<file path="config.mk">
export PLATFORM = sky130hd
export DESIGN_NAME = lcpf_node_tx_flat
export DESIGN_NICKNAME = d
export VERILOG_FILES = /design/src/hw/lcpf_pkg.sv /design/src/hw/lcpf_link_if.sv /design/src/hw/lcpf_node_tx.sv /design/src/flat_wrapper.sv
export SDC_FILE = /design/constraint.sdc
export NUM_CORES = 1
export LEC_CHECK = 0
export BUFFER_PORTS_ARGS = -buffer_cell sky130_fd_sc_hd__buf_2
export CORE_UTILIZATION = 51
export DETAILED_ROUTE_END_ITERATION = 8
export HOLD_SLACK_MARGIN = 0.05
export PLACE_DENSITY = 0.82
export SLEW_MARGIN = 30
export SYNTH_ARGS = -nofsm -noshare
export SYNTH_HDL_FRONTEND = slang
export SYNTH_SLANG_ARGS = --single-unit
</file>
<file path="constraint.sdc">
create_clock -name mclk -period 6.72 [get_ports mclk]
set_input_delay 1.344 -clock mclk [delete_from_list [all_inputs] [get_ports mclk]]
set_output_delay 1.344 -clock mclk [all_outputs]
set_load 0.005 [all_outputs]
</file>
<file path="src/hw/lcpf_pkg.sv">
// Shared constants, types and decode functions of the packet formatter
`default_nettype none
package lcpf_pkg;

  // ----------------------------------------------------------------------
  // Link geometry and timing
  // ----------------------------------------------------------------------
  localparam int LINK_W_DEF  = 8;
  localparam int MCLK_NS     = 100;
  localparam int LCLK_NS     = 800;
  localparam int LCLK_HALF   = LCLK_NS / MCLK_NS / 2;
  localparam int DIV_W       = 8;
  localparam int BT_W        = 6;
  localparam int SHORT_BYTES = 4;
  localparam int LONG_BYTES  = 8;
  localparam int PKT_BITS    = LONG_BYTES * 8;
  localparam int DW_BITS     = SHORT_BYTES * 8;

  // ----------------------------------------------------------------------
  // Command codes and field values
  // ----------------------------------------------------------------------
  localparam logic [5:0] CMD_NOP      = 6'h00;
  localparam logic [5:0] CMD_FLUSH    = 6'h02;
  localparam logic [5:0] CMD_RD_RESP  = 6'h30;
  localparam logic [5:0] CMD_TGT_DONE = 6'h33;
  localparam logic [5:0] CMD_BCAST    = 6'h3a;
  localparam logic [5:0] CMD_FENCE    = 6'h3c;
  localparam logic [5:0] CMD_ATOMIC   = 6'h3d;
  localparam logic [4:0] HOST_BRIDGE_ID = 5'h00;
  localparam logic [3:0] NO_SEQ         = 4'h0;
  localparam logic [PKT_BITS-1:0] NOP_PKT = 64'h0;

  // ----------------------------------------------------------------------
  // Field positions in the flat packet, byte n at bits 8n+7..8n
  // ----------------------------------------------------------------------
  localparam int SEQ_HI_POS  = 6;
  localparam int SID_POS     = 8;
  localparam int SEQ_LO_POS  = 13;
  localparam int BRIDGE_POS  = 14;
  localparam int PASS_POS    = 15;
  localparam int TAG_POS     = 16;
  localparam int REQ_CNT_POS = 21;
  localparam int ERR_POS     = 24;
  localparam int RSP_CNT_POS = 25;
  localparam int ADDR_POS    = 26;
  localparam int NOADDR_POS  = 29;

  typedef enum logic [2:0] {
    KIND_INFO = 3'b001,
    KIND_REQ  = 3'b010,
    KIND_RESP = 3'b100
  } lcpf_kind_t;

  function automatic lcpf_kind_t pkt_kind(input logic [5:0] c);
    if (c == CMD_NOP) return KIND_INFO;
    if (c == CMD_RD_RESP || c == CMD_TGT_DONE) return KIND_RESP;
    return KIND_REQ;
  endfunction

  function automatic logic has_addr(input logic [5:0] c);
    return (c[4:3] == 2'b01) || (c[5:4] == 2'b01) ||
           (c == CMD_BCAST) || (c == CMD_ATOMIC);
  endfunction

  function automatic logic is_posted(input logic [5:0] c);
    return (c[5:3] == 3'b101) || (c == CMD_BCAST) || (c == CMD_FENCE);
  endfunction

  function automatic logic has_data(input logic [5:0] c);
    return (c[4:3] == 2'b01) || (c == CMD_RD_RESP) || (c == CMD_ATOMIC);
  endfunction

  function automatic int pkt_bytes(input logic [5:0] c);
    return (pkt_kind(c) == KIND_REQ && has_addr(c)) ? LONG_BYTES
                                                    : SHORT_BYTES;
  endfunction

  function automatic logic [2:0] dw_count(input logic [PKT_BITS-1:0] p);
    return (pkt_kind(p[5:0]) == KIND_RESP) ? p[RSP_CNT_POS +: 3]
                                           : p[REQ_CNT_POS +: 3];
  endfunction

endpackage
`default_nettype wire

</file>
<file path="src/hw/lcpf_link_if.sv">
// One direction of the packet link between two nodes
`timescale 1ns/1ps
`default_nettype none
interface lcpf_link_if #(
  parameter int LINK_W = lcpf_pkg::LINK_W_DEF
);
  logic              linkClk;
  logic              framing;
  logic [LINK_W-1:0] lanes;

  modport tx_end (output linkClk, output framing, output lanes);
  modport rx_end (input linkClk, input framing, input lanes);
endinterface
`default_nettype wire

</file>
<file path="src/hw/lcpf_node_tx.sv">
// Transmitting node: formats info, request, response and data packets
//
// Functional notes
// - every packet a multiple of four bytes
// - control packets four or eight bytes
// - command in bits 5..0 of bit-time 0
// - stream id zero means host bridge
// - bridge bit only from host bridge
// - equal nonzero sequence tags stay ordered
// - forwarded same-tag requests keep their order
// - pass-posted flag may overtake posted requests
// - transaction tag pairs request and response
// - address carries doubleword bits 39..2
// - originated reserved fields driven zero
// - forwarded packets keep reserved fields unchanged
// - info packets always accepted, never refused
// - request eight bytes with address, else four
// - request layout of tags, stream, address
// - response layout of flags and stream
// - error bit qualifies the no-address flag
// - no-address flag: nobody claimed the request
// - framing high in control, low in data
// - wide links concatenate, narrow links slice bytes
// - codes for null, read response, target done
`timescale 1ns/1ps
`default_nettype none
module lcpf_node_tx #(
  parameter int LINK_W         = lcpf_pkg::LINK_W_DEF,
  parameter bit IS_HOST_BRIDGE = 1'b0
) (
  input  wire logic        mclk,
  input  wire logic        rst,
  lcpf_link_if.tx_end      link,
  input  wire logic        reqValid,
  output logic             reqReady,
  input  wire logic [5:0]  cmd,
  input  wire logic [3:0]  seqTag,
  input  wire logic        passPosted,
  input  wire logic [4:0]  streamId,
  input  wire logic [4:0]  txnTag,
  input  wire logic [39:2] addr,
  input  wire logic [2:0]  dwCount,
  input  wire logic        respError,
  input  wire logic        nonExistFlag,
  input  wire logic        toFarHost,
  input  wire logic        fwdMode,
  input  wire logic [63:0] fwdPkt,
  input  wire logic        dataValid,
  output logic             dataReady,
  input  wire logic [31:0] dataWord
);

  // ----------------------------------------------------------------------
  // Constants
  // ----------------------------------------------------------------------
  localparam int BTW = lcpf_pkg::BT_W;
  localparam logic [BTW-1:0] BT4_CNT =
    BTW'(lcpf_pkg::DW_BITS / LINK_W);
  localparam logic [BTW-1:0] BT8_CNT =
    BTW'(lcpf_pkg::PKT_BITS / LINK_W);
  localparam logic [lcpf_pkg::DIV_W-1:0] HALF_M1 =
    lcpf_pkg::DIV_W'(lcpf_pkg::LCLK_HALF - 1);

  logic [lcpf_pkg::DIV_W-1:0] divCnt;
  logic                       clkQ;
  logic                       fallEv;
  logic                       lastBt;
  logic                       takeReq;
  logic                       takeData;
  logic [63:0]                shreg;
  logic [63:0]                built;
  logic [63:0]                next_pkt;
  logic [BTW-1:0]             btLeft;
  logic [BTW-1:0]             next_len;
  logic                       frmQ;
  logic                       next_frm;
  logic [3:0]                 dwLeft;
  logic [5:0]                 selCmd;
  logic                       bridgeBit;
  lcpf_pkg::lcpf_kind_t       kind;

  // ----------------------------------------------------------------------
  // Link clock divider
  // ----------------------------------------------------------------------
  // Lanes change on the falling edge so the far end samples mid-bit
  always_ff @(posedge mclk) begin
    if (rst) begin
      divCnt <= '0;
      clkQ   <= 1'b0;
    end else if (divCnt == HALF_M1) begin
      divCnt <= '0;
      clkQ   <= ~clkQ;
    end else begin
      divCnt <= divCnt + 1'b1;
    end
  end

  assign fallEv = (divCnt == HALF_M1) && clkQ;
  assign lastBt = (btLeft == BTW'(1));

  // ----------------------------------------------------------------------
  // Packet boundary handshakes
  // ----------------------------------------------------------------------
  // single issue, strict acceptance order
  // forwarded requests leave in arrival order
  assign reqReady  = fallEv && lastBt && (dwLeft == 4'h0);
  assign takeReq   = reqReady && reqValid;
  assign dataReady = fallEv && lastBt && (dwLeft != 4'h0);
  assign takeData  = dataReady && dataValid;

  assign selCmd = fwdMode ? fwdPkt[5:0] : cmd;
  // bridge set only by host bridge
  assign bridgeBit = IS_HOST_BRIDGE && !toFarHost;

  // ----------------------------------------------------------------------
  // Control packet assembly
  // ----------------------------------------------------------------------
  always_comb begin
    kind  = lcpf_pkg::pkt_kind(cmd);
    built = '0;
    built[5:0] = cmd;
    case (kind)
      lcpf_pkg::KIND_REQ: begin
        built[lcpf_pkg::SEQ_HI_POS +: 2] = seqTag[3:2];
        built[lcpf_pkg::SEQ_LO_POS +: 2] = seqTag[1:0];
        built[lcpf_pkg::SID_POS +: 5]    = streamId;
        built[lcpf_pkg::PASS_POS]        = passPosted;
        // tag is reserved for posted requests
        if (!lcpf_pkg::is_posted(cmd)) begin
          built[lcpf_pkg::TAG_POS +: 5] = txnTag;
        end
        if (lcpf_pkg::has_data(cmd)) begin
          built[lcpf_pkg::REQ_CNT_POS +: 3] = dwCount;
        end
        if (lcpf_pkg::has_addr(cmd)) begin
          built[63:lcpf_pkg::ADDR_POS] = addr;
        end
      end
      lcpf_pkg::KIND_RESP: begin
        built[lcpf_pkg::PASS_POS]     = passPosted;
        built[lcpf_pkg::BRIDGE_POS]   = bridgeBit;
        built[lcpf_pkg::SID_POS +: 5] = streamId;
        built[lcpf_pkg::TAG_POS +: 5] = txnTag;
        built[lcpf_pkg::ERR_POS]      = respError;
        built[lcpf_pkg::NOADDR_POS]   = respError && nonExistFlag;
        if (cmd == lcpf_pkg::CMD_RD_RESP) begin
          built[lcpf_pkg::RSP_CNT_POS +: 3] = dwCount;
        end
      end
      default: begin
        // Info packets carry only their command here
      end
    endcase
  end

  // ----------------------------------------------------------------------
  // Next unit selection
  // ----------------------------------------------------------------------
  always_comb begin
    // null info fills every idle slot
    // null code when nothing else is due
    next_frm = 1'b1;
    next_pkt = lcpf_pkg::NOP_PKT;
    next_len = BT4_CNT;
    if (takeData) begin
      // data words go out with framing low
      next_frm = 1'b0;
      next_pkt = {32'h0, dataWord};
    end else if (takeReq) begin
      // forwarded packets go out bit for bit
      next_pkt = fwdMode ? fwdPkt : built;
      if (lcpf_pkg::pkt_bytes(selCmd) == lcpf_pkg::LONG_BYTES) begin
        next_len = BT8_CNT;
      end
    end
  end

  // ----------------------------------------------------------------------
  // Pending data words
  // ----------------------------------------------------------------------
  // A stalled data source gets null packets inserted, the link never stops
  always_ff @(posedge mclk) begin
    if (rst) begin
      dwLeft <= 4'h0;
    end else if (takeReq && lcpf_pkg::has_data(selCmd)) begin
      dwLeft <= {1'b0, lcpf_pkg::dw_count(next_pkt)} + 4'h1;
    end else if (takeData) begin
      dwLeft <= dwLeft - 4'h1;
    end
  end

  // ----------------------------------------------------------------------
  // Bit-time serialiser
  // ----------------------------------------------------------------------
  // units end only on four-byte boundaries
  // lowest bits first, LINK_W per bit-time
  always_ff @(posedge mclk) begin
    if (rst) begin
      shreg  <= lcpf_pkg::NOP_PKT;
      btLeft <= BT4_CNT;
      frmQ   <= 1'b1;
    end else if (fallEv) begin
      if (lastBt) begin
        shreg  <= next_pkt;
        btLeft <= next_len;
        frmQ   <= next_frm;
      end else begin
        shreg  <= shreg >> LINK_W;
        btLeft <= btLeft - 1'b1;
      end
    end
  end

  assign link.linkClk = clkQ;
  // framing held for the whole unit
  assign link.framing = frmQ;
  assign link.lanes   = shreg[LINK_W-1:0];

endmodule // lcpf_node_tx
`default_nettype wire

</file>
<file path="src/flat_wrapper.sv">
// flat-port wrapper written by rule: the top's interface ports become plain ports
module lcpf_node_tx_flat 
#(
  parameter int LINK_W         = lcpf_pkg::LINK_W_DEF,
  parameter bit IS_HOST_BRIDGE = 1'b0
)
  (mclk, rst, reqValid, reqReady, cmd, seqTag, passPosted, streamId, txnTag, addr, dwCount, respError, nonExistFlag, toFarHost, fwdMode, fwdPkt, dataValid, dataReady, dataWord, link_linkClk, link_framing, link_lanes);
  lcpf_link_if #(.LINK_W(LINK_W)) link_i ();
  input  wire logic mclk;
  input  wire logic rst;
  input  wire logic reqValid;
  output logic reqReady;
  input  wire logic [5:0] cmd;
  input  wire logic [3:0] seqTag;
  input  wire logic passPosted;
  input  wire logic [4:0] streamId;
  input  wire logic [4:0] txnTag;
  input  wire logic [39:2] addr;
  input  wire logic [2:0] dwCount;
  input  wire logic respError;
  input  wire logic nonExistFlag;
  input  wire logic toFarHost;
  input  wire logic fwdMode;
  input  wire logic [63:0] fwdPkt;
  input  wire logic dataValid;
  output logic dataReady;
  input  wire logic [31:0] dataWord;
  output wire logic [$bits(link_i.linkClk)-1:0] link_linkClk;
  output wire logic [$bits(link_i.framing)-1:0] link_framing;
  output wire logic [$bits(link_i.lanes)-1:0] link_lanes;
  assign link_linkClk = link_i.linkClk;
  assign link_framing = link_i.framing;
  assign link_lanes = link_i.lanes;
  lcpf_node_tx #(.LINK_W(LINK_W), .IS_HOST_BRIDGE(IS_HOST_BRIDGE)) u_core (.mclk(mclk), .rst(rst), .link(link_i), .reqValid(reqValid), .reqReady(reqReady), .cmd(cmd), .seqTag(seqTag), .passPosted(passPosted), .streamId(streamId), .txnTag(txnTag), .addr(addr), .dwCount(dwCount), .respError(respError), .nonExistFlag(nonExistFlag), .toFarHost(toFarHost), .fwdMode(fwdMode), .fwdPkt(fwdPkt), .dataValid(dataValid), .dataReady(dataReady), .dataWord(dataWord));
endmodule
</file>
==> impl_metrics.toml, run 1 <==
[route]
detailroute.via_count = 5376
routed_wl_um = 15100
detail_route.vias_per_cell = 6.06
antenna_violating_nets_post_route = 0
detail_route.drc_violations = 0
drt_iter0_drc = 420
drtPass1Iterations = 6
routed_wire_length_per_instance_um = 17.1

[critical_path]
rr_worst_depth = 9
critical_path_class = "input port to register"
worst-r2r-setup-slack_ns = 3.29
path_cells = "buf_2 > mux2i_1 > xnor2_1 > o211ai_2 > a2111oi_4 > mux2i_1 > ha_1 > a22oi_1 > a21oi_1"
worstReg2RegEnd = "u_core.dwLeft[1]$_SDFFE_PP0P_"
critPathMaxStageDelay_ns = 0.50
critical_path.most_common_cell = "sky130_fd_sc_hd__mux2i_1"
worstPathRequired_ns = 6.93
critPathSlowestCell = "sky130_fd_sc_hd__mux2i_1"
timing.critical_path.to_type = "register"
cpLargestDelayFamily = "multiplexers"
crit_buf_inv = 1
r2r-start = "u_core.divCnt[0]$_SDFF_PP0_"
worstPathMaxFanout = 16
startpoint_type_of_the_worst_setup_path = "input port"
cp_data_arrival_time_ns = 3.86

[synth]
cell_area_after_technology_mapping_um2 = 5020
dominant_combinational_cell_family_by_area_after_synthesis = "compound AO/OA/AOI/OAI gates"
synth_async_sr_flop_share = 0
synth_enable_flop_cells = 0
synth_top_cell_area_share = 0.335
synth.net_count = 794
ys_seq_area_frac = 0.335
muxShareOfSynthArea = 0.0274
synth_warnings = 0
ys_ff_latch = 84
yosys-top-cells-area = "sky130_fd_sc_hd__dfxtp_1 33%, sky130_fd_sc_hd__nor2_1 6.9%, sky130_fd_sc_hd__a22oi_1 6.0%"
synth-compound-area-share = 0.318
synth_area_leader_cell = "sky130_fd_sc_hd__dfxtp_1"
synth-xor-area-share = 0.0261
post_synth_top_flop = "sky130_fd_sc_hd__dfxtp_1"
post_synth_num_cell_types = 63
post_synth_and_or_nand_nor_area_fraction = 0.215
avg_cell_area_syn_um2 = 8.07
synth_fa_ha_area_frac = 0.0125
post_synth_inst_count = 623

[cells_and_area]
reg_area_um2 = 1680
layout-drive-gt1-share = 0.286
final_cell_mix = "176 x sky130_fd_sc_hd__buf_2, 92 x sky130_fd_sc_hd__nor2_1, 84 x sky130_fd_sc_hd__dfxtp_1"
fillerInstances = 845
area.growth.synth_to_final_pct = 20.2
multiInputGateArea_um2 = 3020
antenna_cells_inserted = 0
final_core_utilization = 0.645
layout_commonest_cell = "sky130_fd_sc_hd__buf_2"
nets = 924

[min_path]
timing.hold.worst.class = "register to register"
hold_end = "u_core.shreg[0]$_SDFFE_PP0N_"
timing.hold.worst_path_depth = 2
min_from = "u_core.shreg[0]$_SDFFE_PP0N_"

[timing]
tightestPinTransition_ns = 0.925
final_min_period_over_clock_period = 0.544
setup_viol_count_final = 0
fin_worst_skew_ns = 0.0103
final.setup.worst_slack_ns = 3.07
max_slew_margin = 0.380
period_needed_ns = 3.65
finalHoldViolCount = 0
maxClockFrequency_mhz = 274
rsz0062_at_grt = "false"
slew_viol_final = 0
final.setup.tns_ns = 0

[global_route]
antenna_found_initial = 0
pin_count_of_the_biggest_net_entering_global_routing = 81
overall_global_routing_resource_usage = 0.295
grt_pass1_wl_um = 23700
via_count_of_the_first_global_routing_pass = 4980
globalRouteOverflowTotal = 0

[job]
cap_viol_max_count = 0

[clock_tree]
cts_max_path_buffers = 2
tritoncts = "done"
clock_insertion_delay_worst_skew_ns = 0.35
clk_pin_slew_ns = 0.09
numClockSinks = 84
post_cts_resize_count = 0
htree_levels = 3
cts-buffers-inserted = 9
post_cts_hold_buffer_count = 0
cts-root-buf = "sky130_fd_sc_hd__clkbuf_8"
cts_setup_buffers = 0

[die]
floorplan.io_pins = 178
std_cell_rows = 35
die_width_um = 101
floorplan.initialDensity = 0.536
die-height_um = 101
placeable_core_region_um2 = 9370
die_area_um2 = 10300

[pwr]
ir_drop_mv = 0.111
p_total_mw = 1.05
power_per_cell_area_nw_per_um2 = 174
power.static_leakage_nw = 2.38

[placement]
half_perimeter_wire_length_after_placement_um = 10800
detailedPlace.worstSlack_ns = 2.74
gp_congestion = 0.961
numPortBuffers = 176

[status]
outcome = "completed"
## area by class of cell
| class | count | share of cell area |
|---|---|---|
| multi-input combinational | 465 | 0.500 |
| clock buffer | 12 | 0.0224 |
| sequential | 84 | 0.278 |
| tap | 129 | 0.0267 |
| inverter | 11 | 0.00684 |
| clock inverter | 4 | 0.0122 |
| timing repair buffer | 182 | 0.153 |
## flip-flops by register name, indices dropped and copies added, names as in the netlist
signal               flops
u_core.shreg            64
u_core.link.linkClk      1
u_core.dwLeft            4
u_core.divCnt            8
u_core.btLeft            6
u_core.link.framing      1
## metrics by stage
| step | area, µm² | hold slack, ns | std cells |
|---|---|---|---|
| 2_1_floorplan | 5020 | 0.432 | 623 |
| 3_3_place_gp | 5830 | 0.452 | 871 |
| 3_5_place_dp | 5830 | 0.460 | 871 |
| 4_1_cts | 6040 | 0.471 | 887 |
| 5_1_grt | 6040 | 0.483 | 887 |
| 6_report | 6040 | 0.466 | 887 |
## report_power, final
group	switching [mW]	total [mW]	internal (mW)
combinational	0.0811	0.154	0.0730
clock	0.179	0.389	0.210
sequential	0.00491	0.508	0.503
total	0.265	1.05	0.786
## worst max path at each step
stage,startpoint,to,slack (ns),cells after the start
2_1_floorplan,cmd[1],u_core.dwLeft[1]$_SDFFE_PP0P_,3.32,9
3_3_place_gp,fwdMode,u_core.dwLeft[1]$_SDFFE_PP0P_,2.78,9
3_5_place_dp,fwdMode,u_core.dwLeft[1]$_SDFFE_PP0P_,2.74,9
4_1_cts,fwdMode,u_core.dwLeft[1]$_SDFFE_PP0P_,3.09,9
5_1_grt,fwdMode,u_core.dwLeft[1]$_SDFFE_PP0P_,2.88,9
6_report,fwdMode,u_core.dwLeft[1]$_SDFFE_PP0P_,3.07,9
## routing by layer
metal / routed length (µm) / part of all wire / vias up / global-route usage
met1: 6330 / 0.42 / 2497 / 0.376
met2: 7160 / 0.47 / 266 / 0.500
met4: 397 / 0.026 / 0 / 0.105
met5: 0 / 0 / - / 0
met3: 1270 / 0.084 / 34 / 0.0511
li1: - / - / 2579 / -
## cell usage after synthesis (5+ instances only)
master / n
sky130_fd_sc_hd__mux2i_1: 10
sky130_fd_sc_hd__buf_2: 8
sky130_fd_sc_hd__nor3_1: 39
sky130_fd_sc_hd__inv_1: 11
sky130_fd_sc_hd__a221oi_1: 24
sky130_fd_sc_hd__nor2_1: 93
sky130_fd_sc_hd__clkbuf_1: 41
sky130_fd_sc_hd__nand2_1: 36
sky130_fd_sc_hd__a22o_1: 27
sky130_fd_sc_hd__xor2_1: 7
sky130_fd_sc_hd__a311oi_1: 8
sky130_fd_sc_hd__nand2b_1: 7
sky130_fd_sc_hd__a22oi_1: 40
sky130_fd_sc_hd__o21ai_0: 29
sky130_fd_sc_hd__o211ai_1: 18
sky130_fd_sc_hd__buf_4: 8
sky130_fd_sc_hd__a21oi_1: 35
sky130_fd_sc_hd__nand3_1: 9
sky130_fd_sc_hd__xnor2_1: 8
sky130_fd_sc_hd__ha_1: 5
sky130_fd_sc_hd__a211oi_1: 9
sky130_fd_sc_hd__dfxtp_1: 84
## cells by family (layout without fill, tap and decap cells)
logic type / Yosys count / in the layout
AO/OA/AOI/OAI: 217 / 217
XOR/XNOR: 15 / 15
adder cells (fa/ha/maj): 5 / 5
buffers and inverters: 74 / 209
flip-flops: 84 / 84
multiplexers: 13 / 13
AND/OR/NAND/NOR: 215 / 215
## tightest hold or removal path, cell delays in order (launching register included)
cell	delay, ns
sky130_fd_sc_hd__dfxtp_1	0.32
sky130_fd_sc_hd__nand2_1	0.05
sky130_fd_sc_hd__a21oi_1	0.05
No activity file was read; power rests on OpenSTA's default activity.
==> inputs of run 2 (changes only) <==
==> constraint.sdc (replaced) <==
create_clock -name mclk -period 3.5 [get_ports mclk]
set_input_delay 0.7 -clock mclk [delete_from_list [all_inputs] [get_ports mclk]]
set_output_delay 0.7 -clock mclk [all_outputs]
set_load 0.005 [all_outputs]
==> run 2 against run 1 <==
Compared with the run above: largest power group unchanged; first-iteration DRC count is 16% lower; flip-flop and latch count unchanged; register-to-register slack worse by 2.9 ns.
==> impl_metrics.toml, run 2 (synthesis results as in run 1) <==
[status]
outcome = "completed"

[timing]
final_min_period_over_clock_period = 0.876
slew_viol_final = 0
final.setup.tns_ns = 0
max_slew_margin = 0.528
rsz0062_at_grt = "false"
fin_worst_skew_ns = 0.0136
finalHoldViolCount = 0
setup_viol_count_final = 0
period_needed_ns = 3.07
tightestPinTransition_ns = 0.706
maxClockFrequency_mhz = 326

[clock_tree]
cts-root-buf = "sky130_fd_sc_hd__clkbuf_8"
cts_setup_buffers = 0
tritoncts = "done"
cts-buffers-inserted = 9
post_cts_hold_buffer_count = 0
numClockSinks = 84
clock_insertion_delay_worst_skew_ns = 0.36
clk_pin_slew_ns = 0.08
htree_levels = 3
cts_max_path_buffers = 2
post_cts_resize_count = 0

[pwr]
pwr-share-seq = 0.477
switchingPower_uw = 528
combinationalPowerShare = 0.148
power.static_leakage_nw = 2.44
swShare = 0.258
ir_drop_mv = 0.240
intPower_mw = 1.52
clock_power_share = 0.375
power_per_cell_area_nw_per_um2 = 333

[cells_and_area]
reg_top3 = "u_core.shreg (64), u_core.divCnt (8), u_core.btLeft (6)"
final_cell_mix = "176 x sky130_fd_sc_hd__buf_2, 92 x sky130_fd_sc_hd__nor2_1, 84 x sky130_fd_sc_hd__dfxtp_1"
layout-drive-gt1-share = 0.297
nets = 936
layout_commonest_cell = "sky130_fd_sc_hd__buf_2"
largest-register = "u_core.shreg"
finish.cell_count_without_fillers = 899
fillerInstances = 832
area.growth.synth_to_final_pct = 22.2
flip_flop_count_of_the_largest_register_after_layout = 64
antenna_cells_inserted = 0

[job]
cap_viol_max_count = 0

[critical_path]
cp_data_arrival_time_ns = 3.29
timing.critical_path.to_type = "register"
startpoint_type_of_the_worst_setup_path = "register"
worstPathRequired_ns = 3.73
critical_path_depth = 10
critPathMaxStageDelay_ns = 0.44
worstSetupEndpoint = "u_core.dwLeft[1]$_SDFFE_PP0P_"
critPathSlowestCell = "sky130_fd_sc_hd__a2111oi_4"
worstPathMaxFanout = 7
crit_buf_inv = 1
cpLargestDelayFamily = "compound AO/OA/AOI/OAI gates"
critical_path_class = "register to register"
critical_path.most_common_cell = "sky130_fd_sc_hd__ha_1"
path_cells = "inv_1 > ha_1 > or3b_1 > nand2_1 > o22ai_1 > a2111oi_4 > mux2i_1 > ha_1 > a22oi_1 > a21oi_1"
worstReg2RegEnd = "u_core.dwLeft[1]$_SDFFE_PP0P_"
r2r-start = "u_core.dwLeft[0]$_SDFFE_PP0P_"
worst-r2r-setup-slack_ns = 0.43
rr_worst_depth = 10
cp-startpoint = "u_core.dwLeft[0]$_SDFFE_PP0P_"

[global_route]
overall_global_routing_resource_usage = 0.296
antenna_found_initial = 0
pin_count_of_the_biggest_net_entering_global_routing = 67
grt_pass1_wl_um = 23800
globalRouteOverflowTotal = 0
via_count_of_the_first_global_routing_pass = 5004

[route]
drtPass1Iterations = 5
antenna_violating_nets_post_route = 0
routed_wl_um = 15300
detailroute.via_count = 5419
detail_route.vias_per_cell = 6.03
routed_wire_length_per_instance_um = 17.0
drt_iter0_drc = 351
detail_route.drc_violations = 0

[placement]
gp_congestion = 0.915
half_perimeter_wire_length_after_placement_um = 11400
numPortBuffers = 176
dp.cells = 883

[die]
die-height_um = 101
floorplan.initialDensity = 0.536
floorplan.io_pins = 178
std_cell_rows = 35
die_area_um2 = 10300
die_width_um = 101
placeable_core_region_um2 = 9370

[min_path]
timing.hold.worst.class = "register to register"
## run 2: changes by cell type in the layout (fill, tap and decap cells not counted)
cell	before	now
sky130_fd_sc_hd__buf_4	6	18
sky130_fd_sc_hd__clkinv_2	1	0
sky130_fd_sc_hd__clkbuf_1	3	2
sky130_fd_sc_hd__clkinvlp_4	0	1
sky130_fd_sc_hd__inv_6	0	1
sky130_fd_sc_hd__or2_1	0	1
sky130_fd_sc_hd__or2_2	3	2
## run 2: worst register-to-register path, stage by stage, from the launching register on
cell and delay, ns:
sky130_fd_sc_hd__dfxtp_1 0.34, sky130_fd_sc_hd__inv_1 0.07, sky130_fd_sc_hd__ha_1 0.26, sky130_fd_sc_hd__or3b_1 0.40, sky130_fd_sc_hd__nand2_1 0.28, sky130_fd_sc_hd__o22ai_1 0.18
sky130_fd_sc_hd__a2111oi_4 0.44, sky130_fd_sc_hd__mux2i_1 0.38, sky130_fd_sc_hd__ha_1 0.31, sky130_fd_sc_hd__a22oi_1 0.18, sky130_fd_sc_hd__a21oi_1 0.09
## run 2: final cells by class
type,instances,area [µm²],area share
clock inverters,5,85.1,0.0139
repair buffers,194,1020,0.166
multi-input cells,465,3020,0.492
well taps,129,161,0.0263
flip-flops and latches,84,1680,0.274
clock buffers,11,131,0.0214
inverters,11,41.3,0.00673
## run 2: power by group through the flow
stage / Clock [mW] / Sequential [mW] / Combinational (mW)
final: 0.768 / 0.974 / 0.302
after global routing: 0.806 / 0.976 / 0.329
after CTS: 0.773 / 0.974 / 0.300
after detailed placement: 0 / 0.997 / 0.298
after global placement: 0 / 0.996 / 0.291
after floorplan: 0 / 0.995 / 0.163
## run 2: how the worst min path moves through the flow
| stage | startpoint | to | depth (start not counted) |
|---|---|---|---|
| after CTS | u_core.shreg[0]$_SDFFE_PP0N_ | u_core.shreg[0]$_SDFFE_PP0N_ | 2 |
| after floorplan | u_core.shreg[0]$_SDFFE_PP0N_ | u_core.shreg[0]$_SDFFE_PP0N_ | 2 |
| after global routing | u_core.shreg[1]$_SDFFE_PP0N_ | u_core.shreg[1]$_SDFFE_PP0N_ | 2 |
| after detailed placement | u_core.shreg[0]$_SDFFE_PP0N_ | u_core.shreg[0]$_SDFFE_PP0N_ | 2 |
| final | u_core.shreg[1]$_SDFFE_PP0N_ | u_core.shreg[1]$_SDFFE_PP0N_ | 2 |
| after global placement | u_core.shreg[0]$_SDFFE_PP0N_ | u_core.shreg[0]$_SDFFE_PP0N_ | 2 |
## run 2: layer usage
layer	vias up	part of all wire	GRT usage
met3	32	0.087	0.0435
met4	0	0.025	0.117
met2	271	0.48	0.492
met5	-	0	0
li1	2612	-	-
met1	2504	0.41	0.386
## run 2: metrics by stage
stage / power (mW) / area (µm²) / hold WS (ns) / utilization / setup slack [ns]
after floorplan: 1.16 / 5020 / 0.432 / - / 0.744
after detailed placement: 1.29 / 5920 / 0.452 / 0.632 / 0.258
final: 2.04 / 6140 / 0.460 / 0.655 / 0.433
after global routing: 2.11 / 6140 / 0.483 / 0.655 / 0.187
after global placement: 1.29 / 5920 / 0.446 / 0.632 / 0.394
after CTS: 2.05 / 6140 / 0.463 / 0.655 / 0.451
==> inputs of run 3 (changes only) <==
--- a/config.mk
+++ b/config.mk
@@ -9,7 +9,7 @@
 export CORE_UTILIZATION = 51
 export DETAILED_ROUTE_END_ITERATION = 8
 export HOLD_SLACK_MARGIN = 0.05
-export PLACE_DENSITY = 0.82
+export PLACE_DENSITY_LB_ADDON = 0.12
 export SLEW_MARGIN = 30
 export SYNTH_ARGS = -nofsm -noshare
 export SYNTH_HDL_FRONTEND = slang
==> run 3 against run 2 <==
Compared with the run above: combinational power is 2% lower; critical path type unchanged; via count is 1.9% lower; clock power is 12% lower; sequential power hardly changed; power is 4.7% lower; largest cell class unchanged; die area stayed put.
==> impl_metrics.toml, run 3 (synthesis results as in run 1) <==
[clock_tree]
cts-buffers-inserted = 9
cts-root-buf = "sky130_fd_sc_hd__clkbuf_8"
tritoncts = "done"
numClockSinks = 84
cts_max_path_buffers = 2
clock_insertion_delay_worst_skew_ns = 0.36
post_cts_resize_count = 0
post_cts_hold_buffer_count = 0
htree_levels = 3
cts_setup_buffers = 0
clk_pin_slew_ns = 0.09

[pwr]
pwr-share-seq = 0.500
power_per_cell_area_nw_per_um2 = 319
ir_drop_mv = 0.201
intPower_mw = 1.42
combinationalPowerShare = 0.152
switchingPower_uw = 530
swShare = 0.272
power.static_leakage_nw = 2.42
clock_power_share = 0.347
p_total_mw = 1.95

[placement]
numPortBuffers = 176
dp.cells = 880
half_perimeter_wire_length_after_placement_um = 10700
detailedPlace.worstSlack_ns = 0.334
gp_congestion = 0.917

[global_route]
globalRouteMet2Util = 0.489
pin_count_of_the_biggest_net_entering_global_routing = 57
grt_use_met3 = 0.0580
grt_pass1_wl_um = 23200
overall_global_routing_resource_usage = 0.286
globalRouteMet1Util = 0.365
globalRouteOverflowTotal = 0
via_count_of_the_first_global_routing_pass = 4934
antenna_found_initial = 0
globalRoute.busiestLayer = "met2"

[cells_and_area]
final_cell_mix = "176 x sky130_fd_sc_hd__buf_2, 92 x sky130_fd_sc_hd__nor2_1, 84 x sky130_fd_sc_hd__dfxtp_1"
largest-register = "u_core.shreg"
finish.cell_count_without_fillers = 897
area.growth.synth_to_final_pct = 21.6
multiInputGateArea_um2 = 3020
flip_flop_count_of_the_largest_register_after_layout = 64
fillerInstances = 886
layout-drive-gt1-share = 0.297
layout_commonest_cell = "sky130_fd_sc_hd__buf_2"
nets = 933
reg_top3 = "u_core.shreg (64), u_core.divCnt (8), u_core.btLeft (6)"
reg_area_um2 = 1680

[die]
std_cell_rows = 35
floorplan.initialDensity = 0.536
floorplan.io_pins = 178
die_width_um = 101
placeable_core_region_um2 = 9370
die-height_um = 101
die_area_um2 = 10300

[timing]
fin_worst_skew_ns = 0.0180
setup_viol_count_final = 0
tightestPinTransition_ns = 0.784
final_min_period_over_clock_period = 0.833
period_needed_ns = 2.92
slew_viol_final = 0
holdWs_ns = 0.457
final.setup.tns_ns = 0
finalHoldViolCount = 0
final.setup.worst_slack_ns = 0.583
max_slew_margin = 0.477
maxClockFrequency_mhz = 343
rsz0062_at_grt = "false"

[critical_path]
critical_path.most_common_cell = "sky130_fd_sc_hd__ha_1"
critical_path_class = "register to register"
path_cells = "inv_1 > ha_1 > nand4bb_4 > o22ai_1 > o211ai_2 > a2111oi_4 > mux2i_1 > ha_1 > a22oi_1 > a21oi_1"
critPathSlowestCell = "sky130_fd_sc_hd__a2111oi_4"
timing.critical_path.to_type = "register"
worstPathRequired_ns = 3.73
cp_data_arrival_time_ns = 3.15
critPathMaxStageDelay_ns = 0.44
worstPathMaxFanout = 13
startpoint_type_of_the_worst_setup_path = "register"

[status]
outcome = "completed"

[min_path]
timing.hold.worst.class = "register to register"

[route]
drt_iter0_drc = 288
detailroute.via_count = 5317
routed_wire_length_per_instance_um = 16.3
drtPass1Iterations = 7
detail_route.drc_violations = 0
antenna_violating_nets_post_route = 0
routed_wl_um = 14600
detail_route.vias_per_cell = 5.93

[job]
cap_viol_max_count = 0
## run 3: area by class of cell
class / instances / share of cell area
diodes: 1 / 0.000410
clock inverters: 5 / 0.00696
flip-flops and latches: 84 / 0.275
multi-input cells: 465 / 0.495
well taps: 129 / 0.0264
clock buffers: 11 / 0.0248
repair buffers: 191 / 0.165
inverters: 11 / 0.00676
## run 3: path summary, 6_finish.rpt
path                                 start                            end  slack [ns]  depth (start not counted)
max reg2reg  u_core.dwLeft[0]$_SDFFE_PP0P_  u_core.dwLeft[1]$_SDFFE_PP0P_        0.58                         10
min           u_core.shreg[1]$_SDFFE_PP0N_   u_core.shreg[1]$_SDFFE_PP0N_        0.46                          2
min reg2reg   u_core.shreg[1]$_SDFFE_PP0N_   u_core.shreg[1]$_SDFFE_PP0N_        0.46                          2
max          u_core.dwLeft[0]$_SDFFE_PP0P_  u_core.dwLeft[1]$_SDFFE_PP0P_        0.58                         10
## run 3: critical path, delay by kind of cell, from the launching register on
kind                     cells  cell delay, ns
AND/OR/NAND/NOR              1            0.26
flip-flops                   1            0.34
buffers and inverters        1            0.06
multiplexers                 1            0.36
AO/OA/AOI/OAI                5            1.24
adder cells (fa/ha/maj)      2            0.52
## run 3: routing by layer
layer	vias up	wire [µm]
met5	-	0
met4	0	219
met3	23	1020
met2	225	6960
met1	2466	6410
li1	2603	-
## run 3: per-stage QoR
stage	area, µm²	util
final	6110	0.652
after global routing	6110	0.652
after CTS	6110	0.652
after detailed placement	5910	0.631
after global placement	5910	0.631
after floorplan	5020	-
## run 3: power groups by stage
stage	combinational (mW)	sequential (mW)	clock (mW)
after floorplan	0.163	0.995	0
after global placement	0.288	0.996	0
after detailed placement	0.294	0.997	0
after CTS	0.296	0.974	0.696
after global routing	0.326	0.976	0.737
final	0.297	0.975	0.676
